==> config.mk <==
export PLATFORM = sky130hd
export DESIGN_NAME = ddcnb_top
export DESIGN_NICKNAME = d
export VERILOG_FILES = /design/src/logic/ddcnb_pkg.sv /design/src/logic/ddcnb_top.sv
export SDC_FILE = /design/constraint.sdc
export NUM_CORES = 1
export LEC_CHECK = 0
export BUFFER_PORTS_ARGS = -buffer_cell sky130_fd_sc_hd__buf_4
export CORE_AREA = 2 2 264 266
export DETAILED_ROUTE_END_ITERATION = 10
export DIE_AREA = 0 0 266 268
export MAX_ROUTING_LAYER = met4
export SYNTH_ARGS = -nofsm -noshare
export SYNTH_HDL_FRONTEND = slang
export SYNTH_SLANG_ARGS = --single-unit
==> constraint.sdc <==
create_clock -name clock -period 6.9 [get_ports clock]
set_input_delay 1.38 -clock clock [delete_from_list [all_inputs] [get_ports clock]]
set_output_delay 1.38 -clock clock [all_outputs]
set_load 0.02 [all_outputs]
==> src/logic/ddcnb_pkg.sv <==
`default_nettype none
// ==========================================================
// constants of the preset and binding register bank
package ddcnb_pkg;
	// register word indices, byte address is four times these
	localparam logic [9:0] IDX_MODE = 10'h214;
	localparam logic [9:0] IDX_SEL  = 10'h215;
	localparam logic [9:0] IDX_BIND = 10'h216;
	localparam logic [9:0] IDX_RDIV = 10'h217;
	localparam logic [9:0] IDX_STAT = 10'h21a;
	// reset values
	localparam logic [7:0]  RST_MODE = 8'h00;
	localparam logic [7:0]  RST_SEL  = 8'h00;
	localparam logic [7:0]  RST_BIND = 8'h02;
	localparam logic [15:0] RST_RDIV = 16'h0000;
	// field positions
	localparam int SEL_A_LSB  = 0;
	localparam int SEL_B_LSB  = 2;
	localparam int BIND_A_BIT = 0;
	localparam int BIND_B_BIT = 1;
	localparam int STAT_LINK  = 4;
	localparam int STAT_CAL   = 5;
	localparam int STAT_PD_A  = 6;
	localparam int STAT_PD_B  = 7;
	// preset source modes, 3 is reserved
	localparam logic [1:0] MODE_REG    = 2'h0;
	localparam logic [1:0] MODE_PINS   = 2'h1;
	localparam logic [1:0] MODE_PINS_A = 2'h2;
	// bus responses
	localparam logic [1:0] RESP_OKAY   = 2'h0;
	localparam logic [1:0] RESP_SLVERR = 2'h2;
endpackage
`default_nettype wire

==> src/logic/ddcnb_top.sv <==
// Operation
// - mode 0 takes each converter's active preset from the select register fields.
// - mode 1 takes converter A's preset from pins A and converter B's from pins B.
// - mode 2 uses pins A for both converters; software never writes the reserved 3.
// - each converter has four presets of frequency and phase, the index picks one pair.
// - select bits 3-2 give converter B's preset while the mode is 0.
// - select bits 1-0 give converter A's preset index while the mode is 0.
// - binding bit 1 feeds digital channel B from ADC A at 0, ADC B at 1 (default).
// - binding bit 0 feeds digital channel A from ADC A at 0 (default), ADC B at 1.
// - a digital channel powers down when its bound ADC channel does.
// - one 16-bit rational reference divisor serves every preset.
// - the frequency word is 32 bits wide.
`timescale 1ns/100ps
`default_nettype none
module ddcnb_top #(
	parameter int ADDR_W  = 12,
	parameter int DATA_W  = 12,
	parameter int FREQ_W  = 32,
	parameter int PHASE_W = 16
) (
	// clock and reset
	input  wire logic                  clock,
	input  wire logic                  reset,
	// axi4-lite write
	input  wire logic [ADDR_W-1:0]     s_axi_awaddr,
	input  wire logic [2:0]            s_axi_awprot,
	input  wire logic                  s_axi_awvalid,
	output logic                       s_axi_awready,
	input  wire logic [31:0]           s_axi_wdata,
	input  wire logic [3:0]            s_axi_wstrb,
	input  wire logic                  s_axi_wvalid,
	output logic                       s_axi_wready,
	output logic [1:0]                 s_axi_bresp,
	output logic                       s_axi_bvalid,
	input  wire logic                  s_axi_bready,
	// axi4-lite read
	input  wire logic [ADDR_W-1:0]     s_axi_araddr,
	input  wire logic [2:0]            s_axi_arprot,
	input  wire logic                  s_axi_arvalid,
	output logic                       s_axi_arready,
	output logic [31:0]                s_axi_rdata,
	output logic [1:0]                 s_axi_rresp,
	output logic                       s_axi_rvalid,
	input  wire logic                  s_axi_rready,
	// preset pins and device controls
	input  wire logic [1:0]            preset_pins_a,
	input  wire logic [1:0]            preset_pins_b,
	input  wire logic                  powerdown_adc_a,
	input  wire logic                  powerdown_adc_b,
	input  wire logic                  serial_link_enable,
	input  wire logic                  calibration_enable,
	// preset tables
	input  wire logic [3:0][FREQ_W-1:0]  freq_word_conv_a,
	input  wire logic [3:0][PHASE_W-1:0] phase_word_conv_a,
	input  wire logic [3:0][FREQ_W-1:0]  freq_word_conv_b,
	input  wire logic [3:0][PHASE_W-1:0] phase_word_conv_b,
	// adc samples
	input  wire logic [DATA_W-1:0]     adc_data_a,
	input  wire logic [DATA_W-1:0]     adc_data_b,
	// active nco settings
	output logic [1:0]                 active_preset_a,
	output logic [1:0]                 active_preset_b,
	output logic [FREQ_W-1:0]          active_freq_a,
	output logic [PHASE_W-1:0]         active_phase_a,
	output logic [FREQ_W-1:0]          active_freq_b,
	output logic [PHASE_W-1:0]         active_phase_b,
	output logic [15:0]                rational_ref_divisor,
	// digital channels
	output logic [DATA_W-1:0]          dig_data_a,
	output logic [DATA_W-1:0]          dig_data_b,
	output logic                       dig_powerdown_a,
	output logic                       dig_powerdown_b
);

	// ==========================================================
	// state
	typedef struct packed {
		logic [7:0]              mode;
		logic [7:0]              sel;
		logic [7:0]              binding;
		logic [15:0]             rdiv;
		logic                    aw_have;
		logic [ADDR_W-1:0]       aw_addr;
		logic                    w_have;
		logic [31:0]             w_data;
		logic [3:0]              w_strb;
		logic                    awready;
		logic                    wready;
		logic                    bvalid;
		logic [1:0]              bresp;
		logic                    arready;
		logic                    rvalid;
		logic [1:0]              rresp;
		logic [31:0]             rdata;
		logic [1:0]              preset_a;
		logic [1:0]              preset_b;
		logic [FREQ_W-1:0]       freq_a;
		logic [PHASE_W-1:0]      phase_a;
		logic [FREQ_W-1:0]       freq_b;
		logic [PHASE_W-1:0]      phase_b;
		logic [DATA_W-1:0]       data_a;
		logic [DATA_W-1:0]       data_b;
		logic                    pd_a;
		logic                    pd_b;
	} ddcnb_state_t;

	ddcnb_state_t s_q;
	ddcnb_state_t s_d;

	// ==========================================================
	// helpers
	// word index from a byte address, low two bits ignored
	function automatic logic [9:0] word_idx(input logic [ADDR_W-1:0] a);
		word_idx = a[11:2];
	endfunction

	function automatic logic mapped(input logic [9:0] i);
		mapped = (i == ddcnb_pkg::IDX_MODE) || (i == ddcnb_pkg::IDX_SEL) ||
			(i == ddcnb_pkg::IDX_BIND) || (i == ddcnb_pkg::IDX_RDIV) ||
			(i == ddcnb_pkg::IDX_STAT);
	endfunction

	// byte lane merge, reserved bits are stored like any other
	function automatic logic [7:0] lane(input logic [7:0] old, input logic [7:0] nw,
		input logic en);
		lane = en ? nw : old;
	endfunction

	// ==========================================================
	// next state
	always_comb begin
		logic [9:0] widx;
		logic [9:0] ridx;
		logic       ma;
		logic       mb;
		widx = word_idx(s_q.aw_addr);
		ridx = word_idx(s_axi_araddr);
		ma = 1'b0;
		mb = 1'b0;
		s_d = s_q;

		// write address and data are captured independently
		if (s_q.bvalid && s_axi_bready) begin
			s_d.bvalid = 1'b0;
		end
		if (s_axi_awvalid && s_q.awready) begin
			s_d.aw_have = 1'b1;
			s_d.aw_addr = s_axi_awaddr;
		end
		if (s_axi_wvalid && s_q.wready) begin
			s_d.w_have = 1'b1;
			s_d.w_data = s_axi_wdata;
			s_d.w_strb = s_axi_wstrb;
		end
		widx = word_idx(s_d.aw_addr);
		// commit once both halves are in and no response is pending
		if (s_d.aw_have && s_d.w_have && !s_d.bvalid) begin
			s_d.aw_have = 1'b0;
			s_d.w_have = 1'b0;
			s_d.bvalid = 1'b1;
			s_d.bresp = mapped(widx) ? ddcnb_pkg::RESP_OKAY : ddcnb_pkg::RESP_SLVERR;
			case (widx)
				ddcnb_pkg::IDX_MODE: begin
					s_d.mode = lane(s_q.mode, s_d.w_data[7:0], s_d.w_strb[0]);
				end
				ddcnb_pkg::IDX_SEL: begin
					s_d.sel = lane(s_q.sel, s_d.w_data[7:0], s_d.w_strb[0]);
				end
				ddcnb_pkg::IDX_BIND: begin
					s_d.binding = lane(s_q.binding, s_d.w_data[7:0], s_d.w_strb[0]);
				end
				ddcnb_pkg::IDX_RDIV: begin
					s_d.rdiv[7:0] = lane(s_q.rdiv[7:0], s_d.w_data[7:0], s_d.w_strb[0]);
					s_d.rdiv[15:8] = lane(s_q.rdiv[15:8], s_d.w_data[15:8], s_d.w_strb[1]);
				end
				default: begin
				end
			endcase
		end
		// one write in flight at a time
		s_d.awready = !s_d.aw_have;
		s_d.wready = !s_d.w_have;

		// read channel, answer one cycle after the address is taken
		if (s_q.rvalid && s_axi_rready) begin
			s_d.rvalid = 1'b0;
		end
		if (s_axi_arvalid && s_q.arready) begin
			s_d.rvalid = 1'b1;
			s_d.rresp = mapped(ridx) ? ddcnb_pkg::RESP_OKAY : ddcnb_pkg::RESP_SLVERR;
			s_d.rdata = 32'h0000_0000;
			case (ridx)
				ddcnb_pkg::IDX_MODE: s_d.rdata[7:0] = s_q.mode;
				ddcnb_pkg::IDX_SEL:  s_d.rdata[7:0] = s_q.sel;
				ddcnb_pkg::IDX_BIND: s_d.rdata[7:0] = s_q.binding;
				ddcnb_pkg::IDX_RDIV: s_d.rdata[15:0] = s_q.rdiv;
				ddcnb_pkg::IDX_STAT: begin
					s_d.rdata[1:0] = s_q.preset_a;
					s_d.rdata[3:2] = s_q.preset_b;
					s_d.rdata[ddcnb_pkg::STAT_LINK] = serial_link_enable;
					s_d.rdata[ddcnb_pkg::STAT_CAL] = calibration_enable;
					s_d.rdata[ddcnb_pkg::STAT_PD_A] = s_q.pd_a;
					s_d.rdata[ddcnb_pkg::STAT_PD_B] = s_q.pd_b;
				end
				default: begin
				end
			endcase
		end
		s_d.arready = !s_d.rvalid;

		// preset source, reserved mode 3 falls back to the register fields
		case (s_q.mode[1:0])
			ddcnb_pkg::MODE_PINS: begin
				s_d.preset_a = preset_pins_a;
				s_d.preset_b = preset_pins_b;
			end
			ddcnb_pkg::MODE_PINS_A: begin
				s_d.preset_a = preset_pins_a;
				s_d.preset_b = preset_pins_a;
			end
			default: begin
				s_d.preset_a = s_q.sel[ddcnb_pkg::SEL_A_LSB +: 2];
				s_d.preset_b = s_q.sel[ddcnb_pkg::SEL_B_LSB +: 2];
			end
		endcase

		// preset tables indexed by the new active preset
		s_d.freq_a = freq_word_conv_a[s_d.preset_a];
		s_d.phase_a = phase_word_conv_a[s_d.preset_a];
		s_d.freq_b = freq_word_conv_b[s_d.preset_b];
		s_d.phase_b = phase_word_conv_b[s_d.preset_b];

		// channel binding, reserved binding bits are ignored here
		ma = s_q.binding[ddcnb_pkg::BIND_A_BIT];
		mb = s_q.binding[ddcnb_pkg::BIND_B_BIT];
		s_d.data_a = ma ? adc_data_b : adc_data_a;
		s_d.data_b = mb ? adc_data_b : adc_data_a;
		s_d.pd_a = ma ? powerdown_adc_b : powerdown_adc_a;
		s_d.pd_b = mb ? powerdown_adc_b : powerdown_adc_a;
	end

	// ==========================================================
	// registers
	always_ff @(posedge clock) begin
		if (reset) begin
			s_q <= '0;
			s_q.mode <= ddcnb_pkg::RST_MODE;
			s_q.sel <= ddcnb_pkg::RST_SEL;
			s_q.binding <= ddcnb_pkg::RST_BIND;
			s_q.rdiv <= ddcnb_pkg::RST_RDIV;
		end else begin
			s_q <= s_d;
		end
	end

	// outputs straight from the state flops
	assign s_axi_awready = s_q.awready;
	assign s_axi_wready = s_q.wready;
	assign s_axi_bvalid = s_q.bvalid;
	assign s_axi_bresp = s_q.bresp;
	assign s_axi_arready = s_q.arready;
	assign s_axi_rvalid = s_q.rvalid;
	assign s_axi_rresp = s_q.rresp;
	assign s_axi_rdata = s_q.rdata;
	assign active_preset_a = s_q.preset_a;
	assign active_preset_b = s_q.preset_b;
	assign active_freq_a = s_q.freq_a;
	assign active_phase_a = s_q.phase_a;
	assign active_freq_b = s_q.freq_b;
	assign active_phase_b = s_q.phase_b;
	assign rational_ref_divisor = s_q.rdiv;
	assign dig_data_a = s_q.data_a;
	assign dig_data_b = s_q.data_b;
	assign dig_powerdown_a = s_q.pd_a;
	assign dig_powerdown_b = s_q.pd_b;

	// ==========================================================
	// checks, the mode 0 and binding antecedents skip the reset edge whose outputs still show reset values
	chk_mode_reg_a: assert property (@(posedge clock) disable iff (reset)
		!reset && s_q.mode[1:0] == ddcnb_pkg::MODE_REG |=>
		active_preset_a == $past(s_q.sel[1:0]))
		else $error("preset a not from select field");
	chk_pins_both: assert property (@(posedge clock) disable iff (reset)
		s_q.mode[1:0] == ddcnb_pkg::MODE_PINS |=>
		active_preset_a == $past(preset_pins_a) && active_preset_b == $past(preset_pins_b))
		else $error("presets not from own pins");
	chk_pins_a_shared: assert property (@(posedge clock) disable iff (reset)
		s_q.mode[1:0] == ddcnb_pkg::MODE_PINS_A |=> active_preset_b == $past(preset_pins_a))
		else $error("preset b not from pins a");
	chk_phase_pick: assert property (@(posedge clock) disable iff (reset)
		!reset && s_q.mode[1:0] == ddcnb_pkg::MODE_REG |=>
		active_phase_a == $past(phase_word_conv_a[s_q.sel[1:0]]))
		else $error("phase a not from selected preset");
	chk_sel_b_field: assert property (@(posedge clock) disable iff (reset)
		!reset && s_q.mode[1:0] == ddcnb_pkg::MODE_REG |=>
		active_preset_b == $past(s_q.sel[3:2]))
		else $error("preset b not from select bits 3-2");
	chk_bind_b: assert property (@(posedge clock) disable iff (reset)
		!reset |=>
		dig_data_b == ($past(s_q.binding[1]) ? $past(adc_data_b) : $past(adc_data_a)))
		else $error("digital b routed wrong");
	chk_bind_a: assert property (@(posedge clock) disable iff (reset)
		!reset && !s_q.binding[0] |=> dig_data_a == $past(adc_data_a))
		else $error("digital a routed wrong");
	chk_pd_follow: assert property (@(posedge clock) disable iff (reset)
		!reset |=> dig_powerdown_a ==
		($past(s_q.binding[0]) ? $past(powerdown_adc_b) : $past(powerdown_adc_a)))
		else $error("digital a not powered down");
	chk_bvalid_hold: assert property (@(posedge clock) disable iff (reset)
		s_axi_bvalid && !s_axi_bready |=> s_axi_bvalid && $stable(s_axi_bresp))
		else $error("write response dropped early");
endmodule
`default_nettype wire

Word-level counts from Yosys, hierarchy flattened
Index checks and enable logic that the tools add are counted.
Widths: inputs -> output; s select.

storage, ports and cells
  flip-flop bits (word level) = 241
  word-level logic and storage cells = 94
  input port bits = 489
  output and inout port bits = 183

operators by class
  reduce and logical (&&, ||, !) cells = 24
  multiplexer cells = 25
  magnitude comparators = 2
  eq/ne operators = 12

operators by type and width
  cell                  number
  $bmux 32 s2           2
  $eq 10x10->1 const B  10
  $bmux 16 s2           2
  $mux 32               2
  $pmux 8 s5            1
  $mux 37               1
  $mux 35               1
  $mux 16               2
  $mux 12               2
  $reduce_and 3->1      5
  $mux 13               1
  $logic_or 1x1->1      8
  $mux 8                1
  $pmux 4 s2            1
  $logic_and 1x1->1     7
  $lt 2x3->1 const B    2
  $mux 1                6
  $logic_not 1->1       4
  $mux 2                2
  $mux 3                1
  $eq 2x1->1 const B    1
  $eq 2x2->1 const B    1

Depth between registers and ports, before layout
Gate-level depths: netlist of the first run.

  depth in word-level cells = 9
  mapped depth = 9
  gate-level depth less buffers = 7

Worst setup path after synthesis of the first run
OpenSTA, ideal clock, no wires.

  path type = input-to-reg
  start point = in preset_pins_a[0]
  end point = reg s_q, in the netlist active_freq_b[22]
  arrival time = 2.821 ns
  data required time = 6.772 ns
  setup slack = 3.951 ns
  buffers on the path = 2
  library setup time = 0.128 ns
  stages = 7
  path through = a22oi_1 -> nor2_1 -> a21oi_1 -> buf_4 -> buf_6 -> mux4_2 -> nor2b_1

between the ends
  cells in the longest elaborated chain, start to end = 3

ends and longest elaborated chain
  item                           line              RTL
  start, declared                ddcnb_top.sv:46   input wire logic [1:0] preset_pins_a,
  $pmux 4 s2                     ddcnb_top.sv:212  case (s_q.mode[1:0])
  $bmux 32 s2                    ddcnb_top.sv:230  s_d.freq_b = freq_word_conv_b[s_d.preset_b];
  $mux 32 (implied by the code)  ddcnb_top.sv:230
  end, declared                  ddcnb_top.sv:107  ddcnb_state_t s_q;

No other way between the ends. The select of a mux whose other input is x is not followed.
A chain may end at the register's enable or synchronous reset.

Worst setup path in the final report of the first run
  start point = in preset_pins_a[0]
  end point = reg s_q, in the netlist active_freq_b[19]

The elaborated chain is that of the path after synthesis.

==> results of run 1 <==
-- worst reg2reg max path, delay by kind of cell (launching register included) --
| family | cells | cell delay [ps] |
|---|---|---|
| flip-flops | 1 | 390 |
| multiplexers | 1 | 720 |
| AO/OA/AOI/OAI | 1 | 460 |
| buffers and inverters | 2 | 780 |
| adder cells (fa/ha/maj) | 1 | 590 |
| AND/OR/NAND/NOR | 2 | 310 |
-- worst paths after layout --
path	from	endpoint	slack, ps	cells past startpoint
setup / recovery	preset_pins_a[0]	active_freq_b[19]	3500	7
setup reg to reg	s_q[249]	active_freq_b[19]	3510	7
hold / removal	s_q[214]	s_q[214]	450	2
hold reg to reg	s_q[214]	s_q[214]	450	2
-- cells in the final DEF, fill, tap and decap left out, drive strengths merged, types with 18 or more instances in the layout --
master	synthesis	routed
mux2i	63	63
conb	1	18
buf	201	637
mux4	96	96
clkbuf	38	40
nand2	66	66
nor2b	109	109
nand2b	36	36
a21oi	30	30
dfxtp	219	219
nor2	63	63
-- per-layer routing --
| metal | share of wire | global-route usage | wire length, um |
|---|---|---|---|
| met5 | 0 | - | 0 |
| met4 | 0.039 | 0.0557 | 1760 |
| met3 | 0.076 | 0.0282 | 3470 |
| met2 | 0.49 | 0.196 | 22300 |
| met1 | 0.40 | 0.139 | 18000 |
-- sequential cells by signal (all words and copies together) (netlist names) --
name,cells
s_axi_bvalid,1
s_axi_rresp,1
s_axi_rdata,16
active_phase_b,16
rational_ref_divisor,16
s_axi_bresp,1
active_freq_a,32
active_preset_a,2
dig_data_a,12
active_freq_b,32
s_axi_rvalid,1
s_axi_awready,1
dig_powerdown_b,1
dig_powerdown_a,1
dig_data_b,12
active_phase_a,16
s_axi_arready,1
s_axi_wready,1
s_q,54
active_preset_b,2
-- logic make-up (layout without fill, tap and decap cells) --
| logic type | count (synthesis) | in the layout | share of synthesized area |
|---|---|---|---|
| AO/OA/AOI/OAI | 87 | 87 | 0.0520 |
| AND/OR/NAND/NOR | 308 | 308 | 0.148 |
| multiplexers | 174 | 174 | 0.263 |
| buffers and inverters | 249 | 696 | 0.145 |
| flip-flops | 219 | 219 | 0.389 |
| adder cells (fa/ha/maj) | 2 | 2 | 0.00222 |
| other | 1 | 25 | 0.000333 |
-- power by group through the flow --
stage | Combinational (W) | Clock [W] | Sequential, W
2_1_floorplan | 0.000270 | 0 | 0.00136
3_3_place_gp | 0.000526 | 0 | 0.00137
3_5_place_dp | 0.000533 | 0 | 0.00137
4_1_cts | 0.000534 | 0.00148 | 0.00134
5_1_grt | 0.000563 | 0.00151 | 0.00135
6_report | 0.000531 | 0.00141 | 0.00134
-- final cells by class --
cell class / instances / share of cell area
Antenna cell: 7 / 0.00106
Clock buffer: 40 / 0.0480
Clock inverter: 9 / 0.00461
Inverter: 10 / 0.00227
Multi-Input combinational cell: 589 / 0.323
Sequential cell: 219 / 0.265
Tap cell: 882 / 0.0667
Timing Repair Buffer: 637 / 0.289
-- per-stage QoR --
stage          std cells  total power, W
2_1_floorplan       1057         0.00163
5_1_grt             2393         0.00342
3_3_place_gp        2337         0.00190
6_report            2393         0.00329
3_5_place_dp        2337         0.00190
4_1_cts             2386         0.00336
==> results_dict.tcl, run 1 <==
set metrics [dict create \
    status "complete, no violations" \
    power.density_nw_per_um2 198 \
    rsz0062_at_grt "no" \
    period_needed_ps 3400 \
    cp-end-kind "register" \
    synthDominantCellAreaShare 0.389 \
    hpwl_um 36400 \
    pwr-share-clk 0.430 \
    syn_to_final_growth_pct 47.0 \
    ant_nets 0 \
    path_class "input pin to register" \
    max_slew_margin 0.389 \
    setup.worst_path.start_class "input pin" \
    crit_top_cell "buf_4" \
    drtIter0Drc 470 \
    via_count 9509 \
    path_max_fanout 41 \
    cts_sinks 219 \
    wl_per_cell_um 19.0 \
    layout-drive-gt1-share 0.538 \
    slowest_stage "buf_4" \
    power_switching_w 0.000833 \
    die_w_um 266 \
    final_util 0.243 \
    synth.area.top_cells "dfxtp_1 (39%), mux4_2 (19%), buf_4 (12%)" \
    place_congestion 0.799 \
    hold_buffers 0 \
    postCtsSetupBuffers 0 \
    numCtsBuffers 27 \
    maxCapViolCount 0 \
    required_ps 7310 \
    grt_overflow 0 \
    die_h_um 268 \
    ioPinCount 672 \
    avgSynthCellArea_um2 10.8 \
    syn-instance-count 1040 \
    vdd_drop_max_mv 0.171 \
    p_int_w 0.00245 \
    min_period_over_period 0.493 \
    clk_pin_slew_ps 60 \
    htreeDepth 1 \
    worstPathCellList "buf_4 -> a22oi_1 -> nor2_1 -> a21oi_4 -> buf_4 -> mux4_2 -> nor2b_1" \
    critPathArrivalTime_ps 3810 \
    synthArstFlopShare 0 \
    vias_per_cell 3.97 \
    grt_max_degree 87 \
    dieArea_um2 71300 \
    grt_usage 0.120 \
    power_frac_seq 0.409 \
    root_buffer "clkbuf_16" \
    nets 1975 \
    slew_violations 0 \
    swShare 0.254 \
    path_buf_inv 2 \
    fillers 7281 \
    synth-edff-count 0 \
    drcViolationCount 0 \
    yosysMostFrequentCell "dfxtp_1" \
    setup_viol 0 \
    clk_path_buf_depth 3 \
    tightest_slew_ps 916 \
    worst_slack_ps 3500 \
    p_comb_frac 0.162 \
    ys_seq_area_frac 0.389 \
    final-hold-violation-count 0 \
    numPortBuffers 625 \
    tns_ps 0 \
    place_area_um2 15700 \
    multi_input_area_um2 5350 \
    crit_family "buffers and inverters" \
    fin_worst_skew_ps 18.7 \
    drt_pass1_iterations 5 \
    netlist_area_um2 11300 \
    hold_path_class "register to register" \
    synth_top_cell_by_area "dfxtp_1" \
    start_util 0.165 \
    routed_wl_um 45500 \
    yosys_warnings 0 \
    tritoncts "yes" \
    p_leak_nw 7.44 \
    synth.distinct_cells 49 \
    first_global_vias 9781 \
    core.rowCount 96 \
    final_cell_area_um2 16600 \
    grt_pass1_wl_um 62200 \
    holdWs_ps 454 \
    seqCellArea_um2 4380 \
    ys.flop_type "dfxtp_1" \
    antenna_found_initial 8 \
    slowest_delay_ps 710 \
    ys_seq_elements 219 \
    cts_resized 0 \
    max_freq_mhz 294 \
    pre_cts_ws_ps 2840 \
    clock_latency_ps 570 \
    design.core.area_um2 68200 \
    ys_top_cells_by_count "dfxtp_1 (219), buf_4 (180), nor2b_1 (109)" \
]
Note: power is estimated with default switching activity, not from simulation.
==> run 2: changes to the inputs <==
- CORE_AREA: 2 2 264 266 -> 2 2 265 267
- DIE_AREA: 0 0 266 268 -> 0 0 267 269
- clock period: 6.9 -> 3.07 ns (I/O delays scaled with it)
==> results_dict.tcl, run 2 (synthesis results as in run 1) <==
set metrics [dict create \
    status "complete, no violations" \
    holdWs_ps 265 \
    start_util 0.163 \
    max_slew_margin 0.430 \
    fin_worst_skew_ps 23.8 \
    rrSetupSlack_ps 390 \
    dieArea_um2 71800 \
    routed_wl_um 45600 \
    ioPinCount 672 \
    path_max_fanout 26 \
    antenna_found_initial 12 \
    largest_reg_flops 54 \
    numCtsBuffers 28 \
    place_area_um2 15900 \
    grt_usage 0.120 \
    design.core.area_um2 69300 \
    power.density_nw_per_um2 446 \
    final-hold-violation-count 0 \
    tightest_slew_ps 853 \
    required_ps 3520 \
    die_h_um 269 \
    htreeDepth 1 \
    clk_path_buf_depth 3 \
    place_congestion 0.819 \
    layout-drive-gt1-share 0.541 \
    period_needed_ps 2680 \
    p_leak_nw 7.57 \
    critPathArrivalTime_ps 3140 \
    vias_per_cell 3.81 \
    rsz0062_at_grt "no" \
    final_util 0.244 \
    hold_path_class "input pin to register" \
    core.rowCount 97 \
    setup_viol 0 \
    worst_slack_ps 389 \
    postCtsSetupBuffers 0 \
    pre_cts_ws_ps 382 \
    vdd_drop_max_mv 0.375 \
    cts_resized 0 \
    layout_common_cells "buf_4 (640), dfxtp_1 (219), nor2b_1 (109)" \
    grt_pass1_wl_um 62100 \
    syn_to_final_growth_pct 50.0 \
    via_count 9400 \
    final_cell_area_um2 16900 \
    wl_per_cell_um 18.5 \
    slew_violations 0 \
    grt_overflow 0 \
    hpwl_um 36200 \
    final_common_cell "buf_4" \
    cp-end-kind "register" \
    tritoncts "yes" \
    hold_buffers 0 \
    first_global_vias 9653 \
    path_class "register to register" \
    clk_pin_slew_ps 60 \
    max_freq_mhz 373 \
    grt_max_degree 76 \
    numPortBuffers 625 \
    ant_nets 0 \
    maxCapViolCount 0 \
    drtIter0Drc 496 \
    min_period_over_period 0.873 \
    nets 1988 \
    drt_pass1_iterations 6 \
    setup.worst_path.start_class "register" \
    cts_sinks 219 \
    root_buffer "clkbuf_16" \
    top_register "s_q" \
    tns_ps 0 \
    drcViolationCount 0 \
    die_w_um 267 \
    clock_latency_ps 590 \
]
[run 2: cell count changes in the layout (fill, tap and decap cells not counted), sizes merged]
cell and delta:
buf +12, clkbuf +4, diode +4, clkinv -1
clkinvlp +1, inv -1
[run 2: area by class of cell]
| type | count | area (um^2) |
|---|---|---|
| clock inverter | 8 | 103 |
| antenna | 11 | 27.5 |
| inverter | 10 | 37.5 |
| tap | 940 | 1180 |
| multi-input combinational | 589 | 5350 |
| timing repair buffer | 649 | 4980 |
| clock buffer | 44 | 841 |
| fill | 7369 | 52400 |
| sequential | 219 | 4380 |
[run 2: final timing paths]
| kind | to | start | depth (start not counted) |
|---|---|---|---|
| hold / removal | dig_data_b[4] | adc_data_a[4] | 3 |
| setup reg to reg | active_phase_a[6] | s_q[249] | 8 |
| hold reg to reg | s_q[214] | s_q[214] | 2 |
| setup / recovery | active_phase_a[6] | s_q[249] | 8 |
[run 2: layer usage]
layer  global-route usage  routed length [um]
met5                    -                   0
met4               0.0531                1920
met3               0.0327                3440
met2                0.196               22100
met1                0.137               18200
[run 2: critical path, stage by stage (launching register included)]
cell and delay [ps]:
dfxtp_1 380, inv_1 60, ha_1 610, nor2_1 150, a21oi_4 160, buf_12 210, buf_12 260, mux4_2 550
nor2b_1 150
[run 2: through the flow]
step / instances / power [W]
floorplan: 1057 / 0.00367
global placement: 2407 / 0.00426
detailed placement: 2407 / 0.00428
CTS: 2459 / 0.00770
global route: 2470 / 0.00789
finish: 2470 / 0.00754
[run 2: report_power, final]
group          internal (W)  switching (W)
Clock               0.00197        0.00136
Combinational      0.000694       0.000501
Sequential          0.00297      0.0000491
